## src/ppr_params.svh

```systemverilog
// Register offsets, field positions, reset values and the list of behaviour notes
// Notes on behaviour
// - Service select 0X: transfer-request pin is plain port C bit 4, no requests.
// - Select 10: pulse on line-1 transfers, line 1 no interrupt, needs port A enable.
// - Select 11: pulse on line-3 transfers, line 3 no interrupt, needs port B enable.
// - Pin select 00 both pins port C; 01 request pin autovectored, ack stays port C.
// - Pin select 10 only ack pin functional; 11 both pins functional, vectored.
// - Priority field orders the four handshake flags per fixed eight-entry table.
// - Port A direction bit: 0 input, 1 output; ignored in port mode 3.
// - Reset clears port A direction, all port A pins become inputs.
// - Port B direction works like port A but ignored in modes 2 and 3.
// - Port C direction sets port-C-function pins, mode independent, cleared on reset.
// - Vector register keeps upper six bits, low two written as zero, reads 0F after reset.
// - Reading vector register has no side effect and no priority evaluation.
// - Port A and B data always accessible, may advance handshake, keep through reset.
// - Port C read gives pin or latch by direction; buffer only for port C outputs.
// - Port C latch survives reset and behaves the same in every mode.
// - Alternate locations read live pins; writes acknowledged, data dropped.
// - Status bits 7-4 live handshake levels, bits 3-0 the four flags.
// - Timer control fields: 7-5 pin function, 4 zero-detect, 3 zero, 2-1 clock, 0 enable.
// - Port mode 00 uni 8, 01 uni 16, 10 bidir 8, 11 bidir 16.
// - Unused register bits read zero, except vector bits 1-0 until the first write; writes to them are dropped.
// - Zero-detect 0 reloads from preload after zero, 1 rolls over.
`ifndef PPR_PARAMS_SVH
`define PPR_PARAMS_SVH
`define PPR_OFS_GLOBAL      5'h00
`define PPR_OFS_SERVICE     5'h01
`define PPR_OFS_A_DIR       5'h02
`define PPR_OFS_B_DIR       5'h03
`define PPR_OFS_C_DIR       5'h04
`define PPR_OFS_VECTOR      5'h05
`define PPR_OFS_A_CTRL      5'h06
`define PPR_OFS_B_CTRL      5'h07
`define PPR_OFS_A_DATA      5'h08
`define PPR_OFS_B_DATA      5'h09
`define PPR_OFS_A_PINS      5'h0A
`define PPR_OFS_B_PINS      5'h0B
`define PPR_OFS_C_DATA      5'h0C
`define PPR_OFS_STATUS      5'h0D
`define PPR_OFS_TIMER_CTRL  5'h10
`define PPR_VECTOR_RESET    8'h0F
`define PPR_VECTOR_MASK     8'hFC
`define PPR_SERVICE_MASK    8'h7F
`define PPR_TIMER_MASK      8'hF7
`define PPR_BIT_SVC_EN      1
`define PPR_BIT_XFER_REQ    4
`define PPR_BIT_IRQ         5
`define PPR_BIT_IRQ_ACK     6
`define PPR_ACK_DELAY       2'h1
`endif

```

## src/ppr_pkg.sv

```systemverilog
// Types shared by the parallel port register bank
package ppr_pkg;
    typedef enum logic [1:0] {PPR_UNI8, PPR_UNI16, PPR_BIDIR8, PPR_BIDIR16} ppr_mode_t;

    typedef struct packed {
        logic       sel;
        logic       wr;
        logic [4:0] addr;
        logic [7:0] wdata;
    } ppr_bus_req_t;

    typedef struct packed {
        logic       ack;
        logic [7:0] rdata;
    } ppr_bus_rsp_t;

    typedef struct packed {
        logic [1:0] svc_sel;
        logic [1:0] pin_sel;
        logic [2:0] prio;
    } ppr_service_t;

    typedef struct packed {
        logic [2:0] pin_fn;
        logic       zd_ctrl;
        logic [1:0] clk_sel;
        logic       enable;
    } ppr_timer_ctrl_t;
endpackage : ppr_pkg

```

## src/ppr_register_bank.sv

```systemverilog
// Port section register bank with pin steering and interrupt priority
`timescale 1ns/10ps
`include "ppr_params.svh"
module ppr_register_bank (
    // Clock and reset
    input  wire logic                      ref_clk,
    input  wire logic                      rst_b,
    // Host bus
    input  wire ppr_pkg::ppr_bus_req_t     bus_req,
    output ppr_pkg::ppr_bus_rsp_t          bus_rsp,
    // Port A and B pins
    input  wire logic [7:0]                port_a_in,
    output logic [7:0]                     port_a_out,
    output logic [7:0]                     port_a_oe_b,
    input  wire logic [7:0]                port_b_in,
    output logic [7:0]                     port_b_out,
    output logic [7:0]                     port_b_oe_b,
    // Port C pins with alternate functions
    input  wire logic [7:0]                port_c_in,
    output logic [7:0]                     port_c_out,
    output logic [7:0]                     port_c_oe_b,
    // Alternate-function sources from the handshake and timer logic
    input  wire logic                      xfer_pulse_1,
    input  wire logic                      xfer_pulse_3,
    input  wire logic [3:0]                hsk_flag_set,
    input  wire logic [3:0]                hsk_flag_clr,
    input  wire logic [3:0]                hsk_line,
    input  wire logic [3:0]                hsk_flag_irq_en,
    input  wire logic [7:0]                alt_fn_out,
    input  wire logic [7:0]                alt_fn_oe_b,
    // Status toward the rest of the device
    output logic                           port_irq_request,
    output logic [1:0]                     port_irq_source,
    output logic                           port_irq_vectored,
    output logic                           port_irq_ack_active,
    output logic                           a_data_access,
    output logic                           b_data_access,
    output ppr_pkg::ppr_mode_t             port_mode,
    output ppr_pkg::ppr_timer_ctrl_t       timer_ctrl,
    output logic [7:0]                     port_a_data,
    output logic [7:0]                     port_b_data
);
    logic [7:0]                port_global_ctrl;
    ppr_pkg::ppr_service_t     port_service_ctrl;
    logic [7:0]                port_a_direction;
    logic [7:0]                port_b_direction;
    logic [7:0]                port_c_direction;
    logic [7:0]                port_vector_base;
    logic [7:0]                port_a_control;
    logic [7:0]                port_b_control;
    logic [7:0]                port_c_data;
    logic [3:0]                hsk_flag;
    logic [1:0]                ack_cnt;
    logic                      busy;
    logic [7:0]                next_rdata;
    logic [7:0]                c_is_alt;
    logic [7:0]                c_read;
    logic [3:0]                irq_pending;
    logic [1:0]                prio_order [4];
    logic                      wr_now;
    logic                      rd_now;
    logic [7:0]                rdata_q;

    // One access is taken per select; ack after a fixed delay
    assign wr_now = bus_req.sel && bus_req.wr && !busy;
    assign rd_now = bus_req.sel && !bus_req.wr && !busy;

    always_ff @(posedge ref_clk)
    begin
        if (!rst_b)
        begin
            busy    <= 1'b0;
            ack_cnt <= 2'h0;
        end
        else if (bus_req.sel && !busy)
        begin
            busy    <= 1'b1;
            ack_cnt <= `PPR_ACK_DELAY;
        end
        else if (busy && ack_cnt != 2'h0)
            ack_cnt <= ack_cnt - 2'h1;
        else if (busy && !bus_req.sel)
            busy <= 1'b0;
    end

    // One driver for the whole response keeps ack and read data apart cleanly
    assign bus_rsp = {busy && ack_cnt == 2'h0 && bus_req.sel, rdata_q};

    // Control registers cleared by reset, except the vector register, which loads 0F
    always_ff @(posedge ref_clk)
    begin
        if (!rst_b)
        begin
            port_global_ctrl  <= 8'h00;
            port_service_ctrl <= '0;
            port_a_direction  <= 8'h00;
            port_b_direction  <= 8'h00;
            port_c_direction  <= 8'h00;
            port_vector_base  <= `PPR_VECTOR_RESET;
            port_a_control    <= 8'h00;
            port_b_control    <= 8'h00;
            timer_ctrl        <= '0;
        end
        else if (wr_now)
        begin
            case (bus_req.addr)
                `PPR_OFS_GLOBAL:     port_global_ctrl  <= bus_req.wdata;
                `PPR_OFS_SERVICE:    port_service_ctrl <= bus_req.wdata[6:0];
                `PPR_OFS_A_DIR:      port_a_direction  <= bus_req.wdata;
                `PPR_OFS_B_DIR:      port_b_direction  <= bus_req.wdata;
                `PPR_OFS_C_DIR:      port_c_direction  <= bus_req.wdata;
                `PPR_OFS_VECTOR:     port_vector_base  <= bus_req.wdata & `PPR_VECTOR_MASK;
                `PPR_OFS_A_CTRL:     port_a_control    <= bus_req.wdata;
                `PPR_OFS_B_CTRL:     port_b_control    <= bus_req.wdata;
                `PPR_OFS_TIMER_CTRL: timer_ctrl        <= {bus_req.wdata[7:4], bus_req.wdata[2:0]};
                default:             ;
            endcase
        end
    end

    // Data latches have no reset so contents survive it
    always_ff @(posedge ref_clk)
    begin
        if (wr_now && bus_req.addr == `PPR_OFS_A_DATA)
            port_a_data <= bus_req.wdata;
        if (wr_now && bus_req.addr == `PPR_OFS_B_DATA)
            port_b_data <= bus_req.wdata;
        if (wr_now && bus_req.addr == `PPR_OFS_C_DATA)
            port_c_data <= bus_req.wdata;
    end

    // Handshake flags; a set in the same cycle as a clear wins
    always_ff @(posedge ref_clk)
    begin
        if (!rst_b)
            hsk_flag <= 4'h0;
        else
            hsk_flag <= (hsk_flag & ~hsk_flag_clr) | hsk_flag_set;
    end

    // Data register accesses reported so the handshake logic can advance
    assign a_data_access = (wr_now || rd_now) && bus_req.addr == `PPR_OFS_A_DATA;
    assign b_data_access = (wr_now || rd_now) && bus_req.addr == `PPR_OFS_B_DATA;

    assign port_mode = ppr_pkg::ppr_mode_t'(port_global_ctrl[7:6]);

    // Ports A and B: mode 3 hands both directions to the handshake logic, mode 2 only port B
    always_comb
    begin
        port_a_out  = port_a_data;
        port_b_out  = port_b_data;
        port_a_oe_b = ~port_a_direction;
        port_b_oe_b = ~port_b_direction;
        if (port_mode == ppr_pkg::PPR_BIDIR16)
            port_a_oe_b = 8'hFF;
        if (port_mode == ppr_pkg::PPR_BIDIR8 || port_mode == ppr_pkg::PPR_BIDIR16)
            port_b_oe_b = 8'hFF;
    end

    // Which port C pins carry their alternate function
    always_comb
    begin
        c_is_alt = 8'h00;
        c_is_alt[`PPR_BIT_XFER_REQ] = port_service_ctrl.svc_sel[1];
        c_is_alt[`PPR_BIT_IRQ]      = port_service_ctrl.pin_sel[0];
        c_is_alt[`PPR_BIT_IRQ_ACK]  = port_service_ctrl.pin_sel[1];
        c_is_alt[3] = timer_ctrl.pin_fn[2:1] != 2'b00;
        c_is_alt[7] = timer_ctrl.pin_fn[2:1] == 2'b10;
        c_is_alt[2] = timer_ctrl.clk_sel != 2'b00;
    end

    // Interrupt requests; lines feeding the transfer pin leave the interrupt path
    always_comb
    begin
        irq_pending = hsk_flag & hsk_flag_irq_en;
        if (port_service_ctrl.svc_sel == 2'b10)
            irq_pending[0] = 1'b0;
        if (port_service_ctrl.svc_sel == 2'b11)
            irq_pending[2] = 1'b0;
    end

    // Priority order, highest first, as flag indices
    always_comb
    begin
        case (port_service_ctrl.prio)
            3'b000:  prio_order = '{2'd0, 2'd1, 2'd2, 2'd3};
            3'b001:  prio_order = '{2'd1, 2'd0, 2'd2, 2'd3};
            3'b010:  prio_order = '{2'd0, 2'd1, 2'd3, 2'd2};
            3'b011:  prio_order = '{2'd1, 2'd0, 2'd3, 2'd2};
            3'b100:  prio_order = '{2'd2, 2'd3, 2'd0, 2'd1};
            3'b101:  prio_order = '{2'd2, 2'd3, 2'd1, 2'd0};
            3'b110:  prio_order = '{2'd3, 2'd2, 2'd0, 2'd1};
            default: prio_order = '{2'd3, 2'd2, 2'd1, 2'd0};
        endcase
    end

    always_comb
    begin
        port_irq_source = 2'd0;
        for (int i = 3; i >= 0; i--)
            if (irq_pending[prio_order[i]])
                port_irq_source = prio_order[i];
    end

    assign port_irq_request    = port_service_ctrl.pin_sel[0] && irq_pending != 4'h0;
    assign port_irq_vectored   = port_service_ctrl.pin_sel == 2'b11;
    assign port_irq_ack_active = port_service_ctrl.pin_sel[1] && !port_c_in[`PPR_BIT_IRQ_ACK];

    // Port C pins: buffer only when port C function and direction out
    always_comb
    begin
        port_c_out  = port_c_data;
        port_c_oe_b = 8'hFF;
        for (int i = 0; i < 8; i++)
        begin
            if (c_is_alt[i])
            begin
                port_c_out[i]  = alt_fn_out[i];
                port_c_oe_b[i] = alt_fn_oe_b[i];
            end
            else
                port_c_oe_b[i] = ~port_c_direction[i];
        end
        if (c_is_alt[`PPR_BIT_XFER_REQ])
        begin
            // Pulses only when the matching service enable is set
            port_c_out[`PPR_BIT_XFER_REQ]  = port_service_ctrl.svc_sel[0]
                ? !(xfer_pulse_3 && port_b_control[`PPR_BIT_SVC_EN])
                : !(xfer_pulse_1 && port_a_control[`PPR_BIT_SVC_EN]);
            port_c_oe_b[`PPR_BIT_XFER_REQ] = 1'b0;
        end
        if (c_is_alt[`PPR_BIT_IRQ])
        begin
            // Open-drain request line, low when asserted
            port_c_out[`PPR_BIT_IRQ]  = 1'b0;
            port_c_oe_b[`PPR_BIT_IRQ] = !port_irq_request;
        end
    end

    // Port C read: pin when input, latch when output, either function
    assign c_read = (port_c_direction & port_c_data) | (~port_c_direction & port_c_in);

    // Read data; reads here have no side effect other than the port A and B data access pulses; the vector register has none
    always_comb
    begin
        case (bus_req.addr)
            `PPR_OFS_GLOBAL:     next_rdata = port_global_ctrl;
            `PPR_OFS_SERVICE:    next_rdata = {1'b0, port_service_ctrl};
            `PPR_OFS_A_DIR:      next_rdata = port_a_direction;
            `PPR_OFS_B_DIR:      next_rdata = port_b_direction;
            `PPR_OFS_C_DIR:      next_rdata = port_c_direction;
            `PPR_OFS_VECTOR:     next_rdata = port_vector_base;
            `PPR_OFS_A_CTRL:     next_rdata = port_a_control;
            `PPR_OFS_B_CTRL:     next_rdata = port_b_control;
            `PPR_OFS_A_DATA:     next_rdata = port_a_data;
            `PPR_OFS_B_DATA:     next_rdata = port_b_data;
            `PPR_OFS_A_PINS:     next_rdata = port_a_in;
            `PPR_OFS_B_PINS:     next_rdata = port_b_in;
            `PPR_OFS_C_DATA:     next_rdata = c_read;
            `PPR_OFS_STATUS:     next_rdata = {hsk_line[3:0], hsk_flag};
            `PPR_OFS_TIMER_CTRL: next_rdata = {timer_ctrl[6:3], 1'b0, timer_ctrl[2:0]};
            default:             next_rdata = 8'h00;
        endcase
    end

    // Read data captured at take so it stands through the acknowledge
    always_ff @(posedge ref_clk)
    begin
        if (!rst_b)
            rdata_q <= 8'h00;
        else if (rd_now)
            rdata_q <= next_rdata;
    end
endmodule : ppr_register_bank

```

## config.mk

```make
export PLATFORM = sky130hd
export DESIGN_NAME = ppr_register_bank
export DESIGN_NICKNAME = d
export VERILOG_FILES = /design/src/ppr_pkg.sv /design/src/ppr_register_bank.sv
export VERILOG_INCLUDE_DIRS = /design/src
export SDC_FILE = /design/constraint.sdc
export NUM_CORES = 1
export LEC_CHECK = 0
export ABC_AREA = 1
export BUFFER_PORTS_ARGS = -buffer_cell sky130_fd_sc_hd__buf_2
export CAP_MARGIN = 20
export CORE_MARGIN = 3
export CORE_UTILIZATION = 51
export DETAILED_ROUTE_END_ITERATION = 6
export GPL_TIMING_DRIVEN = 0
export PLACE_DENSITY = 0.78
export SYNTH_ARGS = -nofsm -noshare
export SYNTH_HDL_FRONTEND = slang
export SYNTH_SLANG_ARGS = --single-unit
```

## constraint.sdc

```tcl
create_clock -name ref_clk -period 2.2 [get_ports ref_clk]
set_input_delay 0.44 -clock ref_clk [delete_from_list [all_inputs] [get_ports ref_clk]]
set_output_delay 0.44 -clock ref_clk [all_outputs]
set_load 0.1 [all_outputs]
```

==> impl_metrics.toml, run 1 <==
[place]
place.gp.congestion = 0.987
hpwlAfterDp_um = 15900
port_buffers = 155
placed_area_mm2 = 0.00679
place_ws_ps = -315

[clock_tree]
path_clk_slew_ps = 70
tritoncts = "built"
tritoncts_num_sinks = 108
cts_root_buffer = "clkbuf_16"
post_cts_buffers = 0
cts_buffer_depth = 2
cts_max_level = 3
cts_inserted_buffers = 9
insertion_delay_ps = 360

[power_and_ir_drop]
irDropWorstVdd_mv = 0.508
powerDensity_mw_per_mm2 = 591
p_leak_uw = 0.00323

[grt]
grt.total_usage = 0.329
grt_start_max_net_pins = 18
grt_pass1_vias = 5792
overflow = 0
grt_pass1_wl_um = 32000
antenna_found_initial = 0

[timing]
rsz0062_at_grt = "yes"
hold_violations = 0
slew_viol_final = 0
setup_ws_ps = 9.51
fin_crit_ps = 2190
setup_viol = 0
final.period_utilization = 0.996
clock.fmax_ghz = 0.457
slew_headroom = 0.467
tightest_slew_ps = 796
fin_skew_ps = 10.7

[yosys]
syn-cell-area_mm2 = 0.00577
synth_area_per_cell_um2 = 6.90
synth_edf_count = 24
synth_top_area_frac = 0.292
ys.flop_type = "dfxtp_1"
ys_seq_area_frac = 0.417
muxShareOfSynthArea = 0.00586
yosys_warnings = 0
synth-xor-area-share = 0
synthArstFlopShare = 0
synth-simple-area-share = 0.365
synth_cell_types = 29
synth-seq-cells = 108
synth_top_family_by_area = "simple AND/OR/NAND/NOR gates"
synthAdderAreaFrac = 0.00651
syn_nets = 914
synth_cells = 836
synthTopCellsByArea = "dfxtp_1, nand2_1, edfxtp_1, nand3_1, nor2_1"
synth_compound_area_frac = 0.105
synth_top_area_cell = "dfxtp_1"

[finish]
final_cell_mix = "nand2_1, buf_2, nor2_1"
n_fill_cell = 1060
n_antenna_cell = 0
nets = 1080
drive_above_1_share = 0.266
fin_area_mm2 = 0.00718
areaGrowthSynthToFinish_pct = 24.5
layout_commonest_cell = "nand2_1"
fin_util = 0.657

[floorplan]
core_mm2 = 0.0109
die_area_mm2 = 0.0126
fp.dieW_um = 112
io_pins = 164
dieHeight_um = 112
rows = 38
initial_core_util = 0.527

[critical_path]
crit_path_top_delay_cell = "dfxtp_2"
critical_path_arrival_ps = 1750
start_kind = "register"
critical_path.max_stage_delay_ps = 410
cp-end-kind = "primary output"
worstPathRequired_ps = 1760
cp_common_cell = "nand3_1"
path_class = "reg -> out"
cp_cell_sequence = "nand3_1 -> nand2_1 -> nand2_1 -> o21bai_1 -> nand3_1 -> nand3_1 -> a21boi_2 -> buf_12"
path_max_fanout = 4

[detailed_routing]
firstDrtPassIters = 7
drc_errors = 0
ant_nets = 0
routed_via_density = 5.60
wl_per_cell_um = 18.4
vias = 6426
drt-initial-drc-count = 619
wl_um = 21100

[run]
drv_cap = 0

[worst_hold_path]
hold_path_class = "in -> reg"

[run_status]
status = "completed"
==> sequential cells by signal (all words and copies together), names as in the netlist, 3 cells and up <==
signal             count
port_a_direction       8
port_a_control         8
hsk_flag               4
port_global_ctrl       8
port_c_direction       8
timer_ctrl             7
c_is_alt               3
port_service_ctrl      4
port_b_direction       8
port_c_data            8
port_b_control         8
rdata_q                8
port_a_data            8
port_b_data            8
port_vector_base       7
==> per-layer routing <==
metal / part of all wire / vias up / global-route usage / wire [um]
met5: 0 / - / 0 / 0
met4: 0.039 / 0 / 0.127 / 814
met3: 0.095 / 64 / 0.0744 / 1990
met2: 0.46 / 338 / 0.535 / 9690
met1: 0.41 / 2939 / 0.429 / 8550
li1: - / 3085 / - / -
==> synth_stat cells, types with 2 or more instances <==
cell,count
nor2_4,5
o21ai_0,52
nor2_1,108
edfxtp_1,24
nor3_1,3
buf_6,2
buf_4,26
nand4_1,38
nand2_1,220
buf_2,15
o21ai_1,3
clkbuf_1,15
dfxtp_1,84
ha_1,3
nor2_2,8
mux2_2,3
inv_1,56
nand3_1,96
inv_2,6
a21oi_1,60
==> where the power goes <==
part	internal (uW)	switching (uW)
Combinational	156	433
Clock	838	755
Sequential	2040	23.2
Total	3040	1210
==> cells by family after synthesis <==
| logic type | count (synthesis) |
|---|---|
| mux | 3 |
| simple gates | 482 |
| fa+ha+maj | 3 |
| buf+inv | 121 |
| compound gates | 119 |
| flops | 108 |
==> final timing paths <==
kind | endpoint | startpoint | depth (start not counted) | slack, ps
max | port_irq_source[0] | hsk_flag[1] | 8 | 10
min | hsk_flag[3] | hsk_flag_set[3] | 3 | 300
max reg2reg | port_a_data[3] | busy | 3 | 140
min reg2reg | port_vector_base[1] | port_vector_base[1] | 2 | 460
==> stage by stage <==
stage | cells | hold slack [ps] | setup TNS, ps | power (uW)
after floorplan | 836 | 419 | -466 | 2460
after global placement | 1131 | 435 | -10110 | 2660
after detailed placement | 1131 | 441 | -6140 | 2670
after CTS | 1146 | 291 | -73.5 | 4240
after global routing | 1147 | 295 | -119 | 4370
final | 1147 | 298 | 0 | 4250
==> timing repair <==
item	4_1_cts	5_1_grt
hold buffers	0	0
gates resized for setup	18	20
endpoints found under the setup margin	6	18
pin swaps	0	1
hold endpoints to repair	0	0
==> worst max-delay path, delay by kind of cell, from the launching register on <==
kind | cells | cell delay [ps]
flip-flops | 1 | 410
AO/OA/AOI/OAI | 2 | 350
buffers and inverters | 1 | 190
AND/OR/NAND/NOR | 5 | 440
==> area by class of cell <==
class                   count  area, um^2  share of cell area
inverters                  63         236              0.0329
well taps                 140         175              0.0244
clock inverters             4        31.3             0.00436
plain buffers              57         345              0.0481
multi-input cells         607        2880               0.402
flip-flops and latches    108        2420               0.337
clock buffers              12         256              0.0357
repair buffers            156         835               0.116
No activity file was read; power rests on OpenSTA's default activity.
==> run 2, diff against run 1 <==
--- a/config.mk
+++ b/config.mk
@@ -8,12 +8,11 @@
 export LEC_CHECK = 0
 export ABC_AREA = 1
 export BUFFER_PORTS_ARGS = -buffer_cell sky130_fd_sc_hd__buf_2
-export CAP_MARGIN = 20
 export CORE_MARGIN = 3
-export CORE_UTILIZATION = 51
+export CORE_UTILIZATION = 48
 export DETAILED_ROUTE_END_ITERATION = 6
 export GPL_TIMING_DRIVEN = 0
-export PLACE_DENSITY = 0.78
+export PLACE_DENSITY = 0.77
 export SYNTH_ARGS = -nofsm -noshare
 export SYNTH_HDL_FRONTEND = slang
 export SYNTH_SLANG_ARGS = --single-unit
==> constraint.sdc (replaced) <==
create_clock -name ref_clk -period 1.82 [get_ports ref_clk]
set_input_delay 0.364 -clock ref_clk [delete_from_list [all_inputs] [get_ports ref_clk]]
set_output_delay 0.364 -clock ref_clk [all_outputs]
set_load 0.1 [all_outputs]
==> impl_metrics.toml, run 2 (synthesis results as in run 1) <==
[timing]
tightest_slew_ps = 727
fin_skew_ps = 7.95
fin_crit_ps = 2050
setup_viol = 3
final.period_utilization = 1.13
hold_violations = 0
slew_viol_final = 0
tns_ps = -350
slew_headroom = 0.515
clock.fmax_ghz = 0.487
hold-worst-slack_ps = 220
rsz0062_at_grt = "yes"
setup_ws_ps = -234

[floorplan]
rows = 39
io_pins = 164
initial_core_util = 0.499
fp.dieW_um = 116
core_mm2 = 0.0116
die_area_mm2 = 0.0134
dieHeight_um = 116

[power_and_ir_drop]
irDropWorstVdd_mv = 0.378
seqPwrFrac = 0.483
p_switching_uw = 1430
comb_power_share = 0.150
p_sw_frac = 0.278
power_uw = 5170
p_leak_uw = 0.00340
powerDensity_mw_per_mm2 = 672
p_int_uw = 3730
pwr-share-clk = 0.368

[detailed_routing]
ant_nets = 0
firstDrtPassIters = 5
drt-initial-drc-count = 641
vias = 6428
wl_um = 21600
wl_per_cell_um = 18.6
drc_errors = 0
routed_via_density = 5.54

[critical_path]
worstPathRequired_ps = 1460
path_class = "reg -> out"
cp-end-kind = "primary output"
path_max_fanout = 4
critical_path.max_stage_delay_ps = 400
start_kind = "register"
critical_path_arrival_ps = 1690
crit_buf_inv = 3
cp_cell_sequence = "inv_6 -> buf_4 -> o21ai_4 -> nand2_1 -> nand2_2 -> a21oi_2 -> a21boi_4 -> buf_12"
crit_path_top_delay_cell = "dfxtp_4"
path_delay_family = "flip-flops"

[finish]
n_fill_cell = 1038
fin_area_mm2 = 0.00768
areaGrowthSynthToFinish_pct = 33.2
nets = 1091
drive_above_1_share = 0.312
final_cell_mix = "nand2_1, buf_2, nor2_1"
layout_commonest_cell = "nand2_1"
n_antenna_cell = 0

[clock_tree]
hold_buffers = 0
tritoncts_num_sinks = 108
path_clk_slew_ps = 70
cts_root_buffer = "clkbuf_16"
insertion_delay_ps = 350
tritoncts = "built"
cts_max_level = 3
cts_buffer_depth = 2
cts_inserted_buffers = 9

[grt]
antenna_found_initial = 0
grt.total_usage = 0.320
grt_start_max_net_pins = 16
grt_pass1_vias = 5825
overflow = 0
grt_pass1_wl_um = 32400

[run_status]
status = "finished with violations"
violations = "setup timing"

[run]
drv_cap = 0

[place]
port_buffers = 155
placed_area_mm2 = 0.00684
hpwlAfterDp_um = 16100
place.gp.congestion = 1.02

[worst_hold_path]
hold_path_class = "in -> reg"
-- run 2: cell types whose count changed in the layout (fill, tap and decap cells not counted), moves of 5 or more --
| cell | delta |
|---|---|
| buf_2 | -21 |
| buf_4 | +20 |
| nand2_1 | -13 |
| nand2_2 | +12 |
| buf_6 | +9 |
| buf_12 | +7 |
| dfxtp_4 | +7 |
| inv_1 | -7 |
| inv_2 | +6 |
| nor2_1 | -6 |
| nor2_4 | +6 |
| dfxtp_2 | -5 |
-- run 2: worst min-delay path: cells and delay by family --
family	cells	cell delay, ps
AO/OA/AOI/OAI	1	30
buffers and inverters	1	70
AND/OR/NAND/NOR	1	60
-- run 2: per-stage QoR --
step	util	worst slack, ps	instances
after detailed placement	0.591	-667	1134
after global placement	0.591	-1140	1134
after global routing	0.664	-300	1160
after floorplan	-	-462	836
after CTS	0.649	-210	1158
final	0.664	-234	1160
-- run 2: area by class of cell --
type                            instances  area [um^2]  share of cell area
Multi-Input combinational cell        607         3110               0.404
Sequential cell                       108         2440               0.317
Timing Repair Buffer                  167         1090               0.142
Buffer                                 57          349              0.0454
Clock buffer                           14          275              0.0358
Inverter                               63          244              0.0318
Tap cell                              143          179              0.0233
Clock inverter                          1         5.00            0.000651
-- run 2: timing repair --
action / 4_1_cts / 5_1_grt
pin swaps: 6 / 11
setup endpoints to repair: 74 / 60
gates resized for setup: 105 / 46
buffers inserted: 10 / 2
-- run 2: path summary, 6_finish.rpt --
path	slack, ps	end	depth (start not counted)	from
max	-230	port_irq_source[0]	8	port_service_ctrl[0]
min	220	hsk_flag[1]	3	hsk_flag_set[1]
max reg2reg	200	port_b_data[3]	3	busy
min reg2reg	460	port_vector_base[1]	2	port_vector_base[1]
-- run 2: power groups by stage --
stage                     Clock [uW]  Sequential, uW  Combinational (uW)
after floorplan                    0            2580                 396
after global placement             0            2550                 675
after detailed placement           0            2550                 678
after CTS                       1890            2490                 738
after global routing            2000            2490                 822
final                           1900            2490                 773
-- run 2: metal layers --
layer / vias up / GRT usage / wire (um)
met2: 312 / 0.535 / 10300
met3: 42 / 0.0439 / 1830
met5: - / 0 / 0
met1: 2968 / 0.438 / 8890
li1: 3106 / - / -
met4: 0 / 0.0889 / 553
==> run 3, diff against run 2 <==
--- a/config.mk
+++ b/config.mk
@@ -6,10 +6,9 @@
 export SDC_FILE = /design/constraint.sdc
 export NUM_CORES = 1
 export LEC_CHECK = 0
-export ABC_AREA = 1
 export BUFFER_PORTS_ARGS = -buffer_cell sky130_fd_sc_hd__buf_2
 export CORE_MARGIN = 3
-export CORE_UTILIZATION = 48
+export CORE_UTILIZATION = 47
 export DETAILED_ROUTE_END_ITERATION = 6
 export GPL_TIMING_DRIVEN = 0
 export PLACE_DENSITY = 0.77
==> impl_metrics.toml, run 3 <==
[clock_tree]
hold_buffers = 0
path_clk_slew_ps = 70
cts_max_level = 3
cts_root_buffer = "clkbuf_16"
tritoncts = "built"
insertion_delay_ps = 360
cts_inserted_buffers = 9
cts_buffer_depth = 2
tritoncts_num_sinks = 108

[power_and_ir_drop]
irDropWorstVdd_mv = 0.621
p_leak_uw = 0.00290
power_uw = 5180
powerDensity_mw_per_mm2 = 687

[detailed_routing]
drt-initial-drc-count = 845
ant_nets = 0
routed_via_density = 6.14
firstDrtPassIters = 6
wl_per_cell_um = 23.3
vias = 5912
wl_um = 22500
drc_errors = 0

[run_status]
status = "finished with violations"
violations = "setup timing"

[place]
place_ws_ps = -682
placed_area_mm2 = 0.00667
place.gp.congestion = 0.980
port_buffers = 153
hpwlAfterDp_um = 16500

[yosys]
yosys_warnings = 0
synth_top_area_frac = 0.304
ys_seq_area_frac = 0.434
syn-cell-area_mm2 = 0.00554
synthTopCellsByCount = "dfxtp_1, nand2_1, nor2_1"
synth_cell_types = 66
synth.most_common_cell = "dfxtp_1"
ys.flop_type = "dfxtp_1"
synthTopCellsByArea = "dfxtp_1, edfxtp_1, mux2i_1, nand2_1, a21oi_1"
synth_top_area_cell = "dfxtp_1"
synth_cells = 637
synth-seq-cells = 108
synth_edf_count = 24
synth_area_per_cell_um2 = 8.70
synthArstFlopShare = 0
syn_nets = 715

[timing]
hold_violations = 0
slew_viol_final = 0
fin_crit_ps = 2240
setup_ws_ps = -418
final.period_utilization = 1.23
rsz0062_at_grt = "yes"
tightest_slew_ps = 785
slew_headroom = 0.477
setup_viol = 4
fin_skew_ps = 10.9
clock.fmax_ghz = 0.447

[floorplan]
rows = 39
io_pins = 164
dieHeight_um = 115
die_area_mm2 = 0.0131
core_mm2 = 0.0115
fp.dieW_um = 115
initial_core_util = 0.483

[finish]
nets = 893
fin_area_mm2 = 0.00754
areaGrowthSynthToFinish_pct = 36.1
drive_above_1_share = 0.374
n_fill_cell = 971
layout_commonest_cell = "buf_2"
final_cell_mix = "buf_2, nand2_1, dfxtp_1"
n_antenna_cell = 0
fin_util = 0.658

[grt]
grt_pass1_wl_um = 33000
grt_start_max_net_pins = 18
grt.total_usage = 0.338
overflow = 0
antenna_found_initial = 0
grt_pass1_vias = 5667

[critical_path]
reg2reg_depth = 6
path_max_fanout = 4
worstPathRequired_ps = 1460
critical_path_arrival_ps = 1870
cp-end-kind = "primary output"
path_class = "reg -> out"
start_kind = "register"

[worst_hold_path]
hold_path_class = "in -> reg"
hold_depth = 3

[run]
drv_cap = 0
-- run 3: cell types whose count changed in the layout (fill, tap and decap cells not counted), sizes merged, moves of 13 or more --
| cell | change |
|---|---|
| a32oi | +14 |
| nand4 | -32 |
| nand2 | -140 |
| o21ai | -47 |
| inv | -46 |
| nand2b | +13 |
| a22oi | +22 |
| mux2i | +38 |
| nor2 | -63 |
| nand3 | -48 |
-- run 3: logic make-up after synthesis --
kind of cell,synth area share
AND/OR/NAND/NOR,0.221
AO/OA/AOI/OAI,0.169
flip-flops,0.434
buffers and inverters,0.0748
multiplexers,0.0930
adder cells (fa/ha/maj),0.00678
XOR/XNOR,0.00158
-- run 3: power breakdown --
group	leakage (uW)	internal, uW	switching (uW)
logic	0.00185	229	468
registers	0.000902	2460	25.1
clock network	0.000151	1090	910
-- run 3: worst max-delay path, stage by stage (launching register included) --
cell,delay (ps)
dfxtp_4,390
nand2_2,90
and4b_1,240
o32ai_1,260
mux2i_1,160
mux2i_4,200
buf_12,200
-- run 3: final cells by class --
cell class,count,area (um^2),area share
inverter,17,66.3,0.00880
buffer,61,380,0.0504
sequential,108,2430,0.323
clock inverter,3,18.8,0.00249
multi-input combinational,446,3030,0.402
timing repair buffer,172,1150,0.152
clock buffer,13,282,0.0373
tap,143,179,0.0237
-- run 3: path summary, 6_finish.rpt --
kind | from | end | slack [ps]
hold / removal | hsk_flag_set[3] | hsk_flag[3] | 220
hold reg to reg | port_vector_base[6] | port_vector_base[6] | 480
setup reg to reg | busy | port_a_direction[0] | 110
setup / recovery | c_is_alt[4] | port_irq_source[0] | -420
-- run 3: per-layer routing --
| layer | part of all wire | wire (um) | GRT usage |
|---|---|---|---|
| met2 | 0.46 | 10400 | 0.536 |
| met4 | 0.046 | 1030 | 0.169 |
| met5 | 0 | 0 | 0 |
| met1 | 0.38 | 8560 | 0.433 |
| met3 | 0.11 | 2500 | 0.0740 |
-- run 3: through the flow --
step | hold WS, ps | TNS, ps | std cells
3_5_place_dp | 455 | -46020 | 933
5_1_grt | 229 | -1070 | 963
4_1_cts | 213 | -624 | 959
2_1_floorplan | 436 | -1320 | 637
6_report | 218 | -815 | 963
3_3_place_gp | 449 | -43940 | 933
-- run 3: what timing repair did --
action	in CTS	in global routing
buffers inserted	14	5
resized for setup	93	48
pin swaps	8	5
setup endpoints to repair	109	58
hold endpoints to repair	0	0
